==> config.mk <==
export PLATFORM = sky130hd
export DESIGN_NAME = flow_control_credit_loop
export DESIGN_NICKNAME = d
export VERILOG_FILES = /design/src/fc_pkg.sv /design/src/fc_rx_if.sv /design/src/fc_rx_counter.sv /design/src/flow_control_credit_loop.sv
export SDC_FILE = /design/constraint.sdc
export NUM_CORES = 1
export LEC_CHECK = 0
export BUFFER_PORTS_ARGS = -buffer_cell sky130_fd_sc_hd__clkbuf_2
export CAP_MARGIN = 20
export CORE_UTILIZATION = 55
export CTS_CLUSTER_DIAMETER = 60
export CTS_CLUSTER_SIZE = 20
export DETAILED_ROUTE_END_ITERATION = 8
export GPL_TIMING_DRIVEN = 0
export PLACE_DENSITY = 0.73
export REMOVE_ABC_BUFFERS = 1
export SLEW_MARGIN = 20
export SYNTH_ARGS = -nofsm -noshare
export SYNTH_HDL_FRONTEND = slang
export SYNTH_SLANG_ARGS = --single-unit
export TNS_END_PERCENT = 50
==> constraint.sdc <==
create_clock -name i_clock -period 7.7 [get_ports i_clock]
set_clock_uncertainty 0.2 [all_clocks]
set_input_delay 0.77 -clock i_clock [delete_from_list [all_inputs] [get_ports i_clock]]
set_output_delay 0.77 -clock i_clock [all_outputs]
set_load 0.005 [all_outputs]
==> src/fc_pkg.sv <==
// shared constants and types of the flow-control credit loop
package fc_pkg;

    // credit type of a packet or update; each has a header and a data counter
    typedef enum logic [1:0] {
        FC_POSTED     = 2'h0,
        FC_NONPOSTED  = 2'h1,
        FC_COMPLETION = 2'h2
    } fc_type_e;

    localparam int NUM_TYPES = 3;

    // counter widths fixed by the link protocol, wrapping modulo 2**width
    localparam int HDR_W  = 8;
    localparam int DATA_W = 12;

    // every packet takes one header credit
    localparam logic [HDR_W-1:0] HDR_PKT_CREDITS = 8'h01;

    // reset values of the credit counters
    localparam logic [HDR_W-1:0]  HDR_ZERO  = 8'h00;
    localparam logic [DATA_W-1:0] DATA_ZERO = 12'h000;

    // receive buffer sizing defaults, large enough for several packets in flight
    localparam int RX_HDR_TOTAL_DEF  = 32;
    localparam int RX_DATA_TOTAL_DEF = 256;
    localparam int MAX_PAYLOAD_DEF   = 8;

    // a quarter of the buffer is total >> 2
    localparam int QUARTER_SHIFT = 2;

    // update resend timer
    localparam int CLOCK_PERIOD_NS       = 4;
    localparam int UPDATE_TIMEOUT_NS     = 30000;
    localparam int UPDATE_TIMEOUT_CYCLES = UPDATE_TIMEOUT_NS / CLOCK_PERIOD_NS;

    // update dllp sequencer, gray coded along idle, wait, send
    typedef enum logic [1:0] {
        UPD_IDLE = 2'h0,
        UPD_WAIT = 2'h1,
        UPD_SEND = 2'h3
    } upd_state_e;

endpackage : fc_pkg

==> src/fc_rx_if.sv <==
// bundle between the top and one receive credit counter
interface fc_rx_if #(
    parameter int W = 12
);
    logic         inc_valid;
    logic [W-1:0] inc_amt;
    logic         rcv_valid;
    logic [W-1:0] rcv_amt;
    logic         sent;
    logic [W-1:0] alloc;
    logic         pending;
    logic         urgent;

    modport counter (
        input  inc_valid, inc_amt, rcv_valid, rcv_amt, sent,
        output alloc, pending, urgent
    );
    modport owner (
        output inc_valid, inc_amt, rcv_valid, rcv_amt, sent,
        input  alloc, pending, urgent
    );
endinterface : fc_rx_if

==> src/fc_rx_counter.sv <==
// one receive credit-allocated counter with its urgency checks
module fc_rx_counter #(
    parameter int W       = 12,
    parameter int TOTAL   = 256,
    parameter int MAX_PAY = 8
) (
    // clock and reset
    input  wire logic i_clock,
    input  wire logic i_nrst,
    // counter bundle
    fc_rx_if.counter  port
);
    localparam logic [W-1:0] TOTAL_C   = W'(TOTAL);
    localparam logic [W-1:0] QUARTER_C = W'(TOTAL >> fc_pkg::QUARTER_SHIFT);
    localparam logic [W-1:0] MAXPAY_C  = W'(MAX_PAY);

    logic [W-1:0] alloc_q;
    logic [W-1:0] last_q;
    logic [W-1:0] rcvd_q;
    logic [W-1:0] gained;
    logic [W-1:0] avail;
    logic         starve;
    logic         quarter;

    // starts at the whole buffer, grows as the application drains packets
    always_ff @(posedge i_clock or negedge i_nrst) begin
        if (!i_nrst) begin
            alloc_q <= TOTAL_C;
        end else if (port.inc_valid) begin
            alloc_q <= W'(alloc_q + port.inc_amt);
        end
    end

    // value carried by the last update sent
    always_ff @(posedge i_clock or negedge i_nrst) begin
        if (!i_nrst) begin
            last_q <= TOTAL_C;
        end else if (port.sent) begin
            last_q <= alloc_q;
        end
    end

    // credits received from the link so far
    always_ff @(posedge i_clock or negedge i_nrst) begin
        if (!i_nrst) begin
            rcvd_q <= '0;
        end else if (port.rcv_valid) begin
            rcvd_q <= W'(rcvd_q + port.rcv_amt);
        end
    end

    assign gained = W'(alloc_q - last_q);
    assign avail  = W'(last_q - rcvd_q);
    assign starve = (avail < MAXPAY_C) && (gained != '0);
    assign quarter = (gained >= QUARTER_C) && (gained != '0);

    assign port.alloc   = alloc_q;
    assign port.pending = (gained != '0);
    assign port.urgent  = starve || quarter;

    a_alloc_step: assert property (@(posedge i_clock) disable iff (!i_nrst)
        port.inc_valid |=> alloc_q == W'($past(alloc_q) + $past(port.inc_amt)))
        else $error("allocated counter did not grow by drained credits");

    a_last_sent: assert property (@(posedge i_clock) disable iff (!i_nrst)
        port.sent |=> last_q == $past(alloc_q))
        else $error("last sent value differs from the advertised counter");

    a_starve_urgent: assert property (@(posedge i_clock) disable iff (!i_nrst)
        (W'(last_q - rcvd_q) < MAXPAY_C) && (alloc_q != last_q) |-> port.urgent)
        else $error("starving source did not raise update urgency");

    a_quarter_urgent: assert property (@(posedge i_clock) disable iff (!i_nrst)
        (W'(alloc_q - last_q) >= QUARTER_C) && (alloc_q != last_q) |-> port.urgent)
        else $error("quarter buffer freed without update urgency");

endmodule : fc_rx_counter

==> src/flow_control_credit_loop.sv <==
// flow-control credit manager: transmit gating and receive update generation
// What this block does
// - The transmitter keeps a credit limit and a consumed count for each of six classes.
// - Credit limits load during flow-control init and later only from received updates.
// - A packet goes only when limit minus consumed covers its credits, otherwise it waits.
// - Header and data credits are checked separately and a packet takes one header credit.
// - A packet taken for sending bumps both header and data consumed counts.
// - The receiver keeps header and data allocated counters starting at the buffer size.
// - An allocated counter grows only after the application has read the whole packet.
// - Each update carries the current allocated counters of its type.
// - Update requests normally go at low priority behind packets and power-management messages.
// - An update turns urgent when the source is left with less than one max payload.
// - An update turns urgent when the resend timer since the last update expires.
// - An update turns urgent when a quarter of the buffer has been freed unadvertised.
// - A granted update waits for the packet on the link to finish, never preempting it.
// - A received update refreshes the limit and so releases stalled packets.
// - Buffer defaults leave room for several packets while the first update is in flight.
// - Urgent updates rank above power-management messages and packets, low ones below packets.
module flow_control_credit_loop #(
    parameter int TIMER_CYCLES  = fc_pkg::UPDATE_TIMEOUT_CYCLES,
    parameter int RX_HDR_TOTAL  = fc_pkg::RX_HDR_TOTAL_DEF,
    parameter int RX_DATA_TOTAL = fc_pkg::RX_DATA_TOTAL_DEF,
    parameter int MAX_PAYLOAD   = fc_pkg::MAX_PAYLOAD_DEF
) (
    // clock and reset
    input  wire logic                      i_clock,
    input  wire logic                      i_nrst,
    // flow-control initialisation
    input  wire logic                      i_fc_init_phase,
    input  wire logic                      i_init_valid,
    input  wire logic [1:0]                i_init_type,
    input  wire logic [fc_pkg::HDR_W-1:0]  i_init_hdr,
    input  wire logic [fc_pkg::DATA_W-1:0] i_init_data,
    // received update dllp from the peer
    input  wire logic                      i_upd_valid,
    input  wire logic [1:0]                i_upd_type,
    input  wire logic [fc_pkg::HDR_W-1:0]  i_upd_hdr,
    input  wire logic [fc_pkg::DATA_W-1:0] i_upd_data,
    // application transmit request
    input  wire logic                      i_tx_valid,
    input  wire logic [1:0]                i_tx_type,
    input  wire logic [fc_pkg::DATA_W-1:0] i_tx_data_credits,
    output logic                           o_tx_ready,
    output logic                           o_tx_stalled,
    // power-management dllp request
    input  wire logic                      i_pm_req,
    output logic                           o_pm_grant,
    // link transmitter state
    input  wire logic                      i_link_busy,
    // packets arriving into the receive buffer
    input  wire logic                      i_rx_valid,
    input  wire logic [1:0]                i_rx_type,
    input  wire logic [fc_pkg::DATA_W-1:0] i_rx_data_credits,
    // application finished reading a whole packet
    input  wire logic                      i_drain_valid,
    input  wire logic [1:0]                i_drain_type,
    input  wire logic [fc_pkg::DATA_W-1:0] i_drain_data_credits,
    // outgoing update dllp
    output logic                           o_dllp_valid,
    output logic                           o_dllp_high,
    output fc_pkg::fc_type_e               o_dllp_type,
    output logic [fc_pkg::HDR_W-1:0]       o_dllp_hdr,
    output logic [fc_pkg::DATA_W-1:0]      o_dllp_data
);
    localparam int HW = fc_pkg::HDR_W;
    localparam int DW = fc_pkg::DATA_W;
    localparam int NT = fc_pkg::NUM_TYPES;
    localparam int TW = $clog2(TIMER_CYCLES + 1);
    localparam logic [TW-1:0] TIMER_LAST = TW'(TIMER_CYCLES - 1);

    // transmit side counters, one pair per type and width
    logic [HW-1:0] hdr_lim_q  [NT];
    logic [HW-1:0] hdr_cons_q [NT];
    logic [DW-1:0] dat_lim_q  [NT];
    logic [DW-1:0] dat_cons_q [NT];

    // receive side status gathered from the counters
    logic [HW-1:0] hdr_alloc [NT];
    logic [DW-1:0] dat_alloc [NT];
    logic [NT-1:0] pend;
    logic [NT-1:0] urg;
    logic [NT-1:0] hi;
    logic          any_hi;
    logic          any_pend;

    // update sequencer
    fc_pkg::upd_state_e st_q;
    logic [1:0]         sel_q;
    logic               sel_hi_q;
    logic [1:0]         pick;
    logic               send_now;

    // resend timer
    logic [TW-1:0] tmr_q;
    logic          tmr_exp_q;

    // transmit gating
    logic          tx_type_ok;
    logic [1:0]    tx_idx;
    logic [HW-1:0] hdr_room;
    logic [DW-1:0] dat_room;
    logic          credit_ok;
    logic          upd_block;
    logic          tx_take;

    // receive counters, header and data for every type
    for (genvar t = 0; t < NT; t++) begin : g_rx
        fc_rx_if #(.W(HW)) hdr_if ();
        fc_rx_if #(.W(DW)) dat_if ();

        assign hdr_if.inc_valid = i_drain_valid && (i_drain_type == 2'(t));
        assign hdr_if.inc_amt   = fc_pkg::HDR_PKT_CREDITS;
        assign hdr_if.rcv_valid = i_rx_valid && (i_rx_type == 2'(t));
        assign hdr_if.rcv_amt   = fc_pkg::HDR_PKT_CREDITS;
        assign hdr_if.sent      = send_now && (sel_q == 2'(t));
        assign dat_if.inc_valid = i_drain_valid && (i_drain_type == 2'(t));
        assign dat_if.inc_amt   = i_drain_data_credits;
        assign dat_if.rcv_valid = i_rx_valid && (i_rx_type == 2'(t));
        assign dat_if.rcv_amt   = i_rx_data_credits;
        assign dat_if.sent      = send_now && (sel_q == 2'(t));

        fc_rx_counter #(.W(HW), .TOTAL(RX_HDR_TOTAL), .MAX_PAY(1)) u_hdr (
            .i_clock (i_clock),
            .i_nrst  (i_nrst),
            .port    (hdr_if.counter)
        );
        fc_rx_counter #(.W(DW), .TOTAL(RX_DATA_TOTAL), .MAX_PAY(MAX_PAYLOAD)) u_dat (
            .i_clock (i_clock),
            .i_nrst  (i_nrst),
            .port    (dat_if.counter)
        );

        assign hdr_alloc[t] = hdr_if.alloc;
        assign dat_alloc[t] = dat_if.alloc;
        assign pend[t]      = hdr_if.pending || dat_if.pending;
        assign urg[t]       = hdr_if.urgent || dat_if.urgent;
        assign hi[t]        = pend[t] && (urg[t] || tmr_exp_q);
    end

    assign any_hi   = |hi;
    assign any_pend = |pend;

    // urgent types first, lowest type number wins a tie
    always_comb begin
        pick = '0;
        for (int t = NT - 1; t >= 0; t--) begin
            if (pend[t] && !any_hi) begin
                pick = 2'(t);
            end
            if (hi[t]) begin
                pick = 2'(t);
            end
        end
    end

    // credit limits: init phase loads, updates refresh afterwards
    always_ff @(posedge i_clock or negedge i_nrst) begin
        if (!i_nrst) begin
            for (int t = 0; t < NT; t++) begin
                hdr_lim_q[t] <= fc_pkg::HDR_ZERO;
                dat_lim_q[t] <= fc_pkg::DATA_ZERO;
            end
        end else if (i_fc_init_phase) begin
            if (i_init_valid && (i_init_type < 2'(NT))) begin
                hdr_lim_q[i_init_type] <= i_init_hdr;
                dat_lim_q[i_init_type] <= i_init_data;
            end
        end else if (i_upd_valid && (i_upd_type < 2'(NT))) begin
            hdr_lim_q[i_upd_type] <= i_upd_hdr;
            dat_lim_q[i_upd_type] <= i_upd_data;
        end
    end

    // sufficiency check on both header and data, modulo counter widths
    assign tx_type_ok = (i_tx_type < 2'(NT));
    assign tx_idx     = tx_type_ok ? i_tx_type : 2'h0;
    assign hdr_room   = HW'(hdr_lim_q[tx_idx] - hdr_cons_q[tx_idx]);
    assign dat_room   = DW'(dat_lim_q[tx_idx] - dat_cons_q[tx_idx]);
    assign credit_ok  = tx_type_ok && (hdr_room >= fc_pkg::HDR_PKT_CREDITS)
                        && (dat_room >= i_tx_data_credits);

    // an urgent or already granted update holds packets back
    assign upd_block  = any_hi || (st_q != fc_pkg::UPD_IDLE);
    assign o_tx_ready = !i_fc_init_phase && credit_ok && !i_link_busy
                        && !upd_block && !i_pm_req;
    assign o_pm_grant = i_pm_req && !i_link_busy && !upd_block;
    assign o_tx_stalled = i_tx_valid && !credit_ok;
    assign tx_take    = i_tx_valid && o_tx_ready;

    // consumed counts grow on every packet taken
    always_ff @(posedge i_clock or negedge i_nrst) begin
        if (!i_nrst) begin
            for (int t = 0; t < NT; t++) begin
                hdr_cons_q[t] <= fc_pkg::HDR_ZERO;
                dat_cons_q[t] <= fc_pkg::DATA_ZERO;
            end
        end else if (tx_take) begin
            hdr_cons_q[tx_idx] <= HW'(hdr_cons_q[tx_idx] + fc_pkg::HDR_PKT_CREDITS);
            dat_cons_q[tx_idx] <= DW'(dat_cons_q[tx_idx] + i_tx_data_credits);
        end
    end

    // update sequencer: grant, wait out the packet on the link, send
    assign send_now = (st_q == fc_pkg::UPD_WAIT) && !i_link_busy;

    always_ff @(posedge i_clock or negedge i_nrst) begin
        if (!i_nrst) begin
            st_q     <= fc_pkg::UPD_IDLE;
            sel_q    <= '0;
            sel_hi_q <= 1'b0;
        end else begin
            case (st_q)
                fc_pkg::UPD_IDLE: begin
                    // low priority waits until no packet or pm message asks
                    if (!i_fc_init_phase && (any_hi
                        || (any_pend && !i_tx_valid && !i_pm_req))) begin
                        st_q     <= fc_pkg::UPD_WAIT;
                        sel_q    <= pick;
                        sel_hi_q <= any_hi;
                    end
                end
                fc_pkg::UPD_WAIT: begin
                    if (send_now) begin
                        st_q <= fc_pkg::UPD_SEND;
                    end
                end
                fc_pkg::UPD_SEND: begin
                    st_q <= fc_pkg::UPD_IDLE;
                end
                default: begin
                    st_q <= fc_pkg::UPD_IDLE;
                end
            endcase
        end
    end

    // update contents captured as the dllp leaves
    always_ff @(posedge i_clock or negedge i_nrst) begin
        if (!i_nrst) begin
            o_dllp_type <= fc_pkg::FC_POSTED;
            o_dllp_hdr  <= fc_pkg::HDR_ZERO;
            o_dllp_data <= fc_pkg::DATA_ZERO;
            o_dllp_high <= 1'b0;
        end else if (send_now) begin
            o_dllp_type <= fc_pkg::fc_type_e'(sel_q);
            o_dllp_hdr  <= hdr_alloc[sel_q];
            o_dllp_data <= dat_alloc[sel_q];
            o_dllp_high <= sel_hi_q;
        end
    end

    assign o_dllp_valid = (st_q == fc_pkg::UPD_SEND);

    // resend timer restarts on every update sent
    always_ff @(posedge i_clock or negedge i_nrst) begin
        if (!i_nrst) begin
            tmr_q     <= '0;
            tmr_exp_q <= 1'b0;
        end else if (send_now) begin
            tmr_q     <= '0;
            tmr_exp_q <= 1'b0;
        end else if (tmr_q == TIMER_LAST) begin
            tmr_exp_q <= 1'b1;
        end else begin
            tmr_q <= TW'(tmr_q + 1'b1);
        end
    end

    a_credit_gate: assert property (@(posedge i_clock) disable iff (!i_nrst)
        tx_take |-> (HW'(hdr_lim_q[tx_idx] - hdr_cons_q[tx_idx]) != '0)
                    && (DW'(dat_lim_q[tx_idx] - dat_cons_q[tx_idx]) >= i_tx_data_credits))
        else $error("packet taken without sufficient credit");

    a_consume_step: assert property (@(posedge i_clock) disable iff (!i_nrst)
        tx_take && (tx_idx == 2'h0) |=> (hdr_cons_q[0] == HW'($past(hdr_cons_q[0]) + 1'b1))
            && (dat_cons_q[0] == DW'($past(dat_cons_q[0]) + $past(i_tx_data_credits))))
        else $error("consumed counts did not follow the packet taken");

    a_limit_held: assert property (@(posedge i_clock) disable iff (!i_nrst)
        !i_fc_init_phase && !i_upd_valid |=> $stable(dat_lim_q[0]) && $stable(hdr_lim_q[0]))
        else $error("credit limit changed without init or update");

    a_update_refresh: assert property (@(posedge i_clock) disable iff (!i_nrst)
        !i_fc_init_phase && i_upd_valid && (i_upd_type == 2'h1)
        |=> dat_lim_q[1] == $past(i_upd_data))
        else $error("received update did not refresh the limit");

    a_no_preempt: assert property (@(posedge i_clock) disable iff (!i_nrst)
        (st_q == fc_pkg::UPD_WAIT) && i_link_busy |=> !o_dllp_valid)
        else $error("update sent while a packet was on the link");

    a_high_first: assert property (@(posedge i_clock) disable iff (!i_nrst)
        any_hi |-> !o_tx_ready && !o_pm_grant)
        else $error("urgent update lost arbitration");

    a_low_last: assert property (@(posedge i_clock) disable iff (!i_nrst)
        (st_q == fc_pkg::UPD_IDLE) && !any_hi && i_tx_valid |=> st_q == fc_pkg::UPD_IDLE)
        else $error("low priority update overtook a packet");

    a_timer_raise: assert property (@(posedge i_clock) disable iff (!i_nrst)
        (tmr_q == TIMER_LAST) && !send_now ##1 any_pend |-> any_hi)
        else $error("expired timer did not raise update priority");

    c_stall_release: cover property (@(posedge i_clock) disable iff (!i_nrst)
        o_tx_stalled ##1 i_upd_valid ##[1:8] tx_take);

    c_high_sent: cover property (@(posedge i_clock) disable iff (!i_nrst)
        o_dllp_valid && o_dllp_high);

    c_wait_busy: cover property (@(posedge i_clock) disable iff (!i_nrst)
        (st_q == fc_pkg::UPD_WAIT) && i_link_busy ##[1:60] o_dllp_valid);

endmodule : flow_control_credit_loop

# ---- Word-level counts from Yosys, hierarchy flattened
# Index checks and enable logic that the tools add are counted.
dict set report totals {
  ff_bits 342
  in_bits 96
  wordCells 253
}
dict set report classes {
  addsub 29
  magnitude_cmp 24
  n_eq_ne 13
  n_mux 56
  n_bitwise 4
  n_reduce_logical 88
}
# cell n
set op_table {}
lappend op_table {{bitwise mux 36 bit} 3}
lappend op_table {{two-way mux 12 bit} 9}
lappend op_table {{two-way mux 36 bit} 3}
lappend op_table {{adder 12 bit} 7}
lappend op_table {{subtractor 12 bit} 7}
lappend op_table {{binary-select mux 12 bit (select 2 bit)} 3}
lappend op_table {{bitwise mux 24 bit} 3}
lappend op_table {{demux 12 bit (select 2 bit)} 3}
lappend op_table {{two-way mux 24 bit} 3}
lappend op_table {{two-way mux 8 bit} 9}
lappend op_table {{adder 8 x 1 -> 8 bit, second input constant} 7}
lappend op_table {{subtractor 8 bit} 7}
lappend op_table {{binary-select mux 8 bit (select 2 bit)} 3}
lappend op_table {{demux 8 bit (select 2 bit)} 3}
lappend op_table {{logical AND 1 bit} 46}
lappend op_table {{>= comparator 12 x 7 -> 1 bit, second input constant} 3}
lappend op_table {{less-than comparator 12 x 4 -> 1 bit, second input constant} 3}
lappend op_table {{nonzero test 12 bit} 3}
lappend op_table {{two-way mux 13 bit} 2}
lappend op_table {{>= comparator 8 x 4 -> 1 bit, second input constant} 3}
lappend op_table {{less-than comparator 8 x 1 -> 1 bit, second input constant} 3}
lappend op_table {{nonzero test 8 bit} 3}
lappend op_table {{two-way mux 2 bit} 9}
lappend op_table {{logical OR 1 bit} 17}
lappend op_table {{19 further kinds} 52}

# ---- Depth between registers and ports, before layout
dict set report logic_depth {
  word_depth 16
  ltp_mapped 29
  mapped_depth_nobuf 24
}

# ---- Modules after synthesis
# Synthesis repeated with hierarchy kept, for this count alone.
dict set report unflattened {
  cells_unflattened 2849
  hier_area_um2 26105.0
}
# module instances cells_each area_each_um2 seq_area_each_um2
set modules_own_cells {}
lappend modules_own_cells {flow_control_credit_loop 1 1044 9915.8 4053.9}
lappend modules_own_cells {{fc_rx_counter at g_rx[0].u_dat ...} 2 382 3359.5 903.4}
lappend modules_own_cells {{fc_rx_counter at g_rx[0].u_hdr ...} 3 229 2118.3 603.1}
lappend modules_own_cells {{fc_rx_counter at g_rx[1].u_dat} 1 354 3115.5 903.4}

# ---- Least setup slack after synthesis
# No wires, ideal clock.
dict set report synth_path {
  path_type {input port to output port}
  startpoint {input port i_tx_type[1]}
  endpoint {output port o_tx_ready}
  arrival_ns 5.442
  required_time_ns 6.730
  slack_ns 1.288
  stages 25
  n_path_buf 4
  path_cell_list {inv_1 > ha_1 > clkbuf_1 > buf_2 > buf_1 > clkbuf_1 > mux2i_1 > o21ai_0 > ha_1 > fa_1 > nor2b_1 > o21ai_0 > a21boi_0 > o21ai_0 > a21boi_0 > o21a_1 > nor2_1 > xnor2_1 > ha_1 > or4_1 > a21oi_1 > o21ai_0 > a21oi_1 > nor3_1 > and3_1}
}
dict set report synth_between {
  elab_chain_len 14
  word_cells_on_any_way 25
  classes_between {add/sub (2); order compare (3); mux (13); bitwise (1); reduce/logical (6)}
}
# item line
set synth_lines {}
lappend synth_lines {{start: declaration} flow_control_credit_loop.sv:41} ;# input wire logic [1:0] i_tx_type,
lappend synth_lines {{parallel branches: the longest is 9 deep, another holds subtractor 12 bit} -}
lappend synth_lines {{logical AND 1 bit *} flow_control_credit_loop.sv:180} ;# && (dat_room >= i_tx_data_credits);
lappend synth_lines {{logical AND 1 bit * (2 in series)} flow_control_credit_loop.sv:184} ;# assign o_tx_ready = !i_fc_init_phase && credit_ok && !i_link_busy
lappend synth_lines {{logical AND 1 bit * (2 in series)} flow_control_credit_loop.sv:185} ;# && !upd_block && !i_pm_req;
lappend synth_lines {{end: declaration} flow_control_credit_loop.sv:43} ;# output logic o_tx_ready,
# Every way passes the cells marked *. The select of a mux whose other input is x is not followed.

# ---- Final worst setup path
# Same ends and word-level chain as after synthesis.

==> results by stage <==
Global routing:
- Entering global routing, the biggest net connects 90 pins.
- The number of antenna violations at the first check in global routing is 3.
- Global routing used approximately 28% of the available tracks.
- The global-route wire length before repair is 98,090 um.
- Global routing consumed, on the met3 layer, under 10% of the routing resources.
- Global routing used around 45% of the available met2 tracks.
- In the global route stage, met1 resource usage came out at 38.82%.
- For this run the aggregate overflow at the end of global routing stands at 0.
- The peak-usage layer in the global routing report is met2.
- The via count of the first global-routing pass is 19,290.

Die:
- The die area is 44,200 sq um.
- The vertical die dimension is 210.2 um.
- During I/O placement, the number of pins put on the boundary was 123.
- The width of the die is 210.2 um.
- The initial standard-cell utilization of the core is 56.35%.
- In this run the standard cell core region covers 42,320 sq um.
- Row generation in the floorplan step produced 75 rows.

Worst setup path:
- Counting stages on the worst path, the most repeated cell is o21ai_0.
- Traced cell by cell, the critical path runs through clkbuf_2 > inv_1 > ha_4 > nor2b_2 > a21o_1 > inv_1 > fa_1 > nor2b_1 > o21ai_0 > a21boi_0 > o21ai_0 > a21boi_0 > o21a_1 > nor2_1 > xnor2_1 > ha_1 > or4_1 > a21oi_1 > o21ai_0 > a21oi_1 > nor3_1 > and3_1 > clkbuf_2.
- The worst setup path is launched from an input port.
- On the worst path, the slowest cell contributes a delay of 750 ps.
- STA puts the critical path data arrival time at 6190 ps.
- The maximum net fanout on the critical path is 42.
- The critical path is of the in -> out type.
- The slowest stage of the critical path belongs to the cell nor2b_2.
- The startpoint identified for the worst register-to-register timing path is dat_lim_q[1].
- The worst path required time is roughly 6700 ps.
- Tracing the worst setup path back leads to its startpoint at i_tx_type[1].
- The worst setup path is captured at an output port.

Pwr:
- Of the total power, the share spent switching nets is 42.30%.
- Sequential cells account for about 30% of the total power.
- The worst-case IR drop observed on VDD is 0.2609 mV.
- The combinational cell fraction of total power is 49.2%.
- The power per cell area is around 350 nW/um^2.
- Cell internal power was estimated by the tool at 5.354 mW.
- The leakage component of the power is 12.56 nW.
- The clock group share of total power is between 20% and 30%.
- The analysis attributes to net switching a power of 3.925 mW.

Clocking:
- TritonCTS built the clock tree.
- The CTS root buffer is clkbuf_16.
- The clock-pin slew of the registers on the worst-case setup and hold paths is 60 ps.
- The total of cells resized after clock tree synthesis is 0.
- The insertion delay to the later sink of the worst-skew pair is roughly 570 ps.
- The total of hold buffers inserted after clock tree synthesis is 1.
- The clock tree synthesis step divided the H-tree into 2 levels.
- Clock tree synthesis found a total of 342 sinks.
- The post-CTS setup-driven buffer insertion count is 0.
- The maximum clock path buffer count is 3.
- The number of buffers inserted during clock tree synthesis is 36.

Routing:
- The first detailed-routing pass ran for 6 iterations.
- The post-route antenna net violation count is 0.
- The DRC violation total after the first TritonRoute iteration is 1,366.
- The routed design has 60,320 um of wire.
- After detailed routing, the number of vias per cell comes to 5.913.
- The average wire per cell in the routed design is 18.32 um.
- The via total after detailed routing is 19,470.
- After detailed routing, the number of remaining DRC violations is 0.

Timing:
- The slew at the pin closest to its max-slew limit is between 900 and 1000 ps.
- Setup slack on the critical path of the routed design comes to between 500 and 600 ps.
- Measured against its own limit, the worst slew margin works out to 35.11%.
- Based on the critical path, the design can be clocked at up to 139.6 MHz.
- The final critical delay including setup and external delays is a little over 7000 ps.
- Setup repair after global routing left no endpoint under its margin.
- The final hold violation count is 0.
- The final count of negative-setup-slack endpoints is 0.
- The count of pins over their slew limit is 0.
- The final critical path takes up around 93% of the cycle.
- Setup total negative slack on the finished layout was measured at 0 ps.

Synthesis:
- The synthesized area per cell is slightly above 9 sq um.
- Summing every instance area after synthesis gives 23,850 sq um.
- The commonest register cell after synthesis is dfrtp_1.
- After synthesis, the share of flip-flops with an asynchronous set or reset is 100.0%.
- Synthesis produced 2,587 cells.
- The netlist uses 86 different library cells.
- In this run, synthesis produced a sequential element count of 342.
- The number of synthesis warnings is 0.
- The number of enable flip-flop cells after synthesis is 0.
- The sequential-to-total area share from yosys stat is 35.95%.

Final layout:
- After the flow finishes, the layout carries non-filler instances totaling approximately 3,300.
- The core utilization of the finished layout is ~63%.
- Compared with the post-synthesis result, the final layout area differs by 11.52%.
- The post-route netlist has 13.00% of its cells at a drive strength greater than 1.
- The final net count is slightly above 3,000.
- The count of inserted antenna diode cells is 0.
- After routing the design area is 26,590 sq um.
- The number of fill cells in the layout is 3,527.

Placement:
- Prior to clock tree synthesis, the placed netlist has a worst setup slack of 373.3 ps.
- The congestion estimate from routability-driven global placement came to around 0.94.
- In this run, placement finished with an instance count of 3,224.
- After detailed placement, the total cell area comes to 25,240 sq um.
- The wire-length estimate of the detail-placed layout is ~45,000 um.
- The number of buffer cells added on primary ports is 122.

Run status:
- The run finished with clean final reports.

Worst hold path:
- The worst hold path begins at o_dllp_data[6].
- The type of the worst min-delay path is reg -> reg.

Job:
- Across the run, the number of max-cap violations was 0.
kinds of logic after synthesis:
family                   after synthesis  share of synthesized area (%)
AND/OR/NAND/NOR                      737                          14.70
AO/OA/AOI/OAI                        643                          17.04
flip-flops                           342                          35.95
buffers and inverters                288                          4.738
adder cells (fa/ha/maj)              236                          12.76
multiplexers                         172                          8.610
XOR/XNOR                             169                          6.207
critical path: cells and delay by family:
kind                       cells  cell delay (ps)
adders and majority gates      3             1290
buffers and inverters          4              420
and+or+nand+nor                6             1690
AOI/OAI and AO/OA              9             1880
xor gates and xnor gates       1              120
through the flow:
stage	power [mW]	hold WS, ps
3_3_place_gp	7.028	253.4
4_1_cts	9.266	279.1
2_1_floorplan	6.114	232.3
6_report	9.279	277.2
5_1_grt	10.03	287.4
3_5_place_dp	7.276	264.5
cells in the mapped netlist (5+ instances only):
cell | count | area share, %
dfrtp_1 | 330 | 35
nand2_1 | 284 | 4.5
o21ai_0 | 225 | 4.7
ha_1 | 224 | 12
inv_1 | 207 | 3.3
nor2_1 | 175 | 2.8
a21oi_1 | 134 | 2.8
xnor2_1 | 117 | 4.3
mux2i_1 | 75 | 3.1
a22oi_1 | 65 | 2.0
clkbuf_1 | 64 | 1.0
mux2_4 | 56 | 3.5
xor2_1 | 52 | 1.9
nand3_1 | 48 | 1.0
mux2_2 | 41 | 1.9
nor2b_1 | 40 | 1.0
nor3_1 | 35 | 0.73
a21o_1 | 31 | 0.98
and3_1 | 31 | 0.81
o21a_1 | 29 | 0.91
nand2b_1 | 25 | 0.66
o31ai_1 | 24 | 0.76
a21boi_0 | 21 | 0.66
nand4_1 | 15 | 0.39
dfstp_2 | 12 | 1.3
fa_1 | 12 | 1.0
nor3b_1 | 12 | 0.38
o2111ai_1 | 12 | 0.44
nand3b_1 | 11 | 0.35
o21bai_1 | 10 | 0.31
or3_1 | 10 | 0.26
a211oi_1 | 8 | 0.25
buf_1 | 8 | 0.13
nor4_1 | 8 | 0.21
o211ai_1 | 8 | 0.25
and2_1 | 7 | 0.18
a2111oi_0 | 6 | 0.22
a31oi_1 | 6 | 0.16
buf_6 | 6 | 0.28
o21ai_1 | 6 | 0.13
o311ai_0 | 6 | 0.22
a221oi_1 | 5 | 0.18
or4_1 | 5 | 0.16
per-layer routing:
layer  vias to the layer above  wire (um)
li1                       9342          -
met1                      9524      27670
met2                       497      27630
met3                       104       3256
met4                         0       1757
met5                         -          0
registers in the layout, indices dropped and copies added (netlist names), 8 cells and up:
signal	cells
g_rx.u_hdr.port.alloc	24
dat_lim_q	36
dat_cons_q	36
hdr_lim_q	24
g_rx.u_hdr.rcvd_q	24
o_dllp_hdr	8
g_rx.u_dat.last_q	36
g_rx.u_hdr.last_q	24
g_rx.u_dat.port.alloc	36
tmr_q	13
o_dllp_data	12
hdr_cons_q	24
g_rx.u_dat.rcvd_q	36
cells in the final DEF (no fill, tap or decap), types with 7 or more instances in the layout:
master,Yosys,layout
o2111ai_1,12,12
a21oi_1,134,134
fa_1,12,12
nand4_1,15,15
dfstp_2,12,12
nand2_1,284,282
a211oi_1,8,8
clkbuf_16,0,37
buf_6,6,8
clkbuf_2,0,121
mux2i_1,75,75
nor2b_1,40,36
nand3_1,48,48
a22oi_1,65,64
xnor2_1,117,117
and3_1,31,31
nor3_1,35,33
a21boi_0,21,21
dfrtp_1,330,329
inv_1,207,207
o31ai_1,24,24
xor2_1,52,52
a21o_1,31,31
clkinv_8,0,7
o21a_1,29,29
mux2_4,56,56
buf_16,0,7
nor4_1,8,8
and2_1,7,7
mux2_2,41,41
o211ai_1,8,8
nand2b_1,25,25
nor2_1,175,174
or3_1,10,10
ha_1,224,222
o21bai_1,10,10
nor3b_1,12,9
o21ai_0,225,225
nand3b_1,11,11
power by group through the flow:
stage               sequential [mW]  clock, mW  combinational, mW
CTS                            2.76       1.98               4.53
floorplan                      2.62          0               3.50
global placement               2.77          0               4.26
detailed placement             2.79          0               4.49
finish                         2.77       1.95               4.56
global route                   2.83       2.05               5.15
final timing paths:
check                                           to  slack (ps)  depth (start not counted)
max                                     o_tx_ready         540                         23
max reg2reg                         dat_cons_q[27]        2220                         22
min in group asynchronous  g_rx[1].u_hdr.last_q[7]         560                          2
min                                 o_dllp_data[6]         280                          2
max in group asynchronous  g_rx[2].u_dat.last_q[8]        5560                          4
min reg2reg                         o_dllp_data[6]         280                          2
area by class of cell:
type	count	area, sq um	share of cell area [%]
Tap cell	577	721.9	2.715
Clock buffer	41	960.9	3.613
Clock inverter	25	369.1	1.388
Timing Repair Buffer	143	949.7	3.571
Multi-Input combinational cell	1957	14240	53.55
Sequential cell	342	8574	32.24
Inverter	207	777.0	2.922
Power figures use the tool's default switching activity.
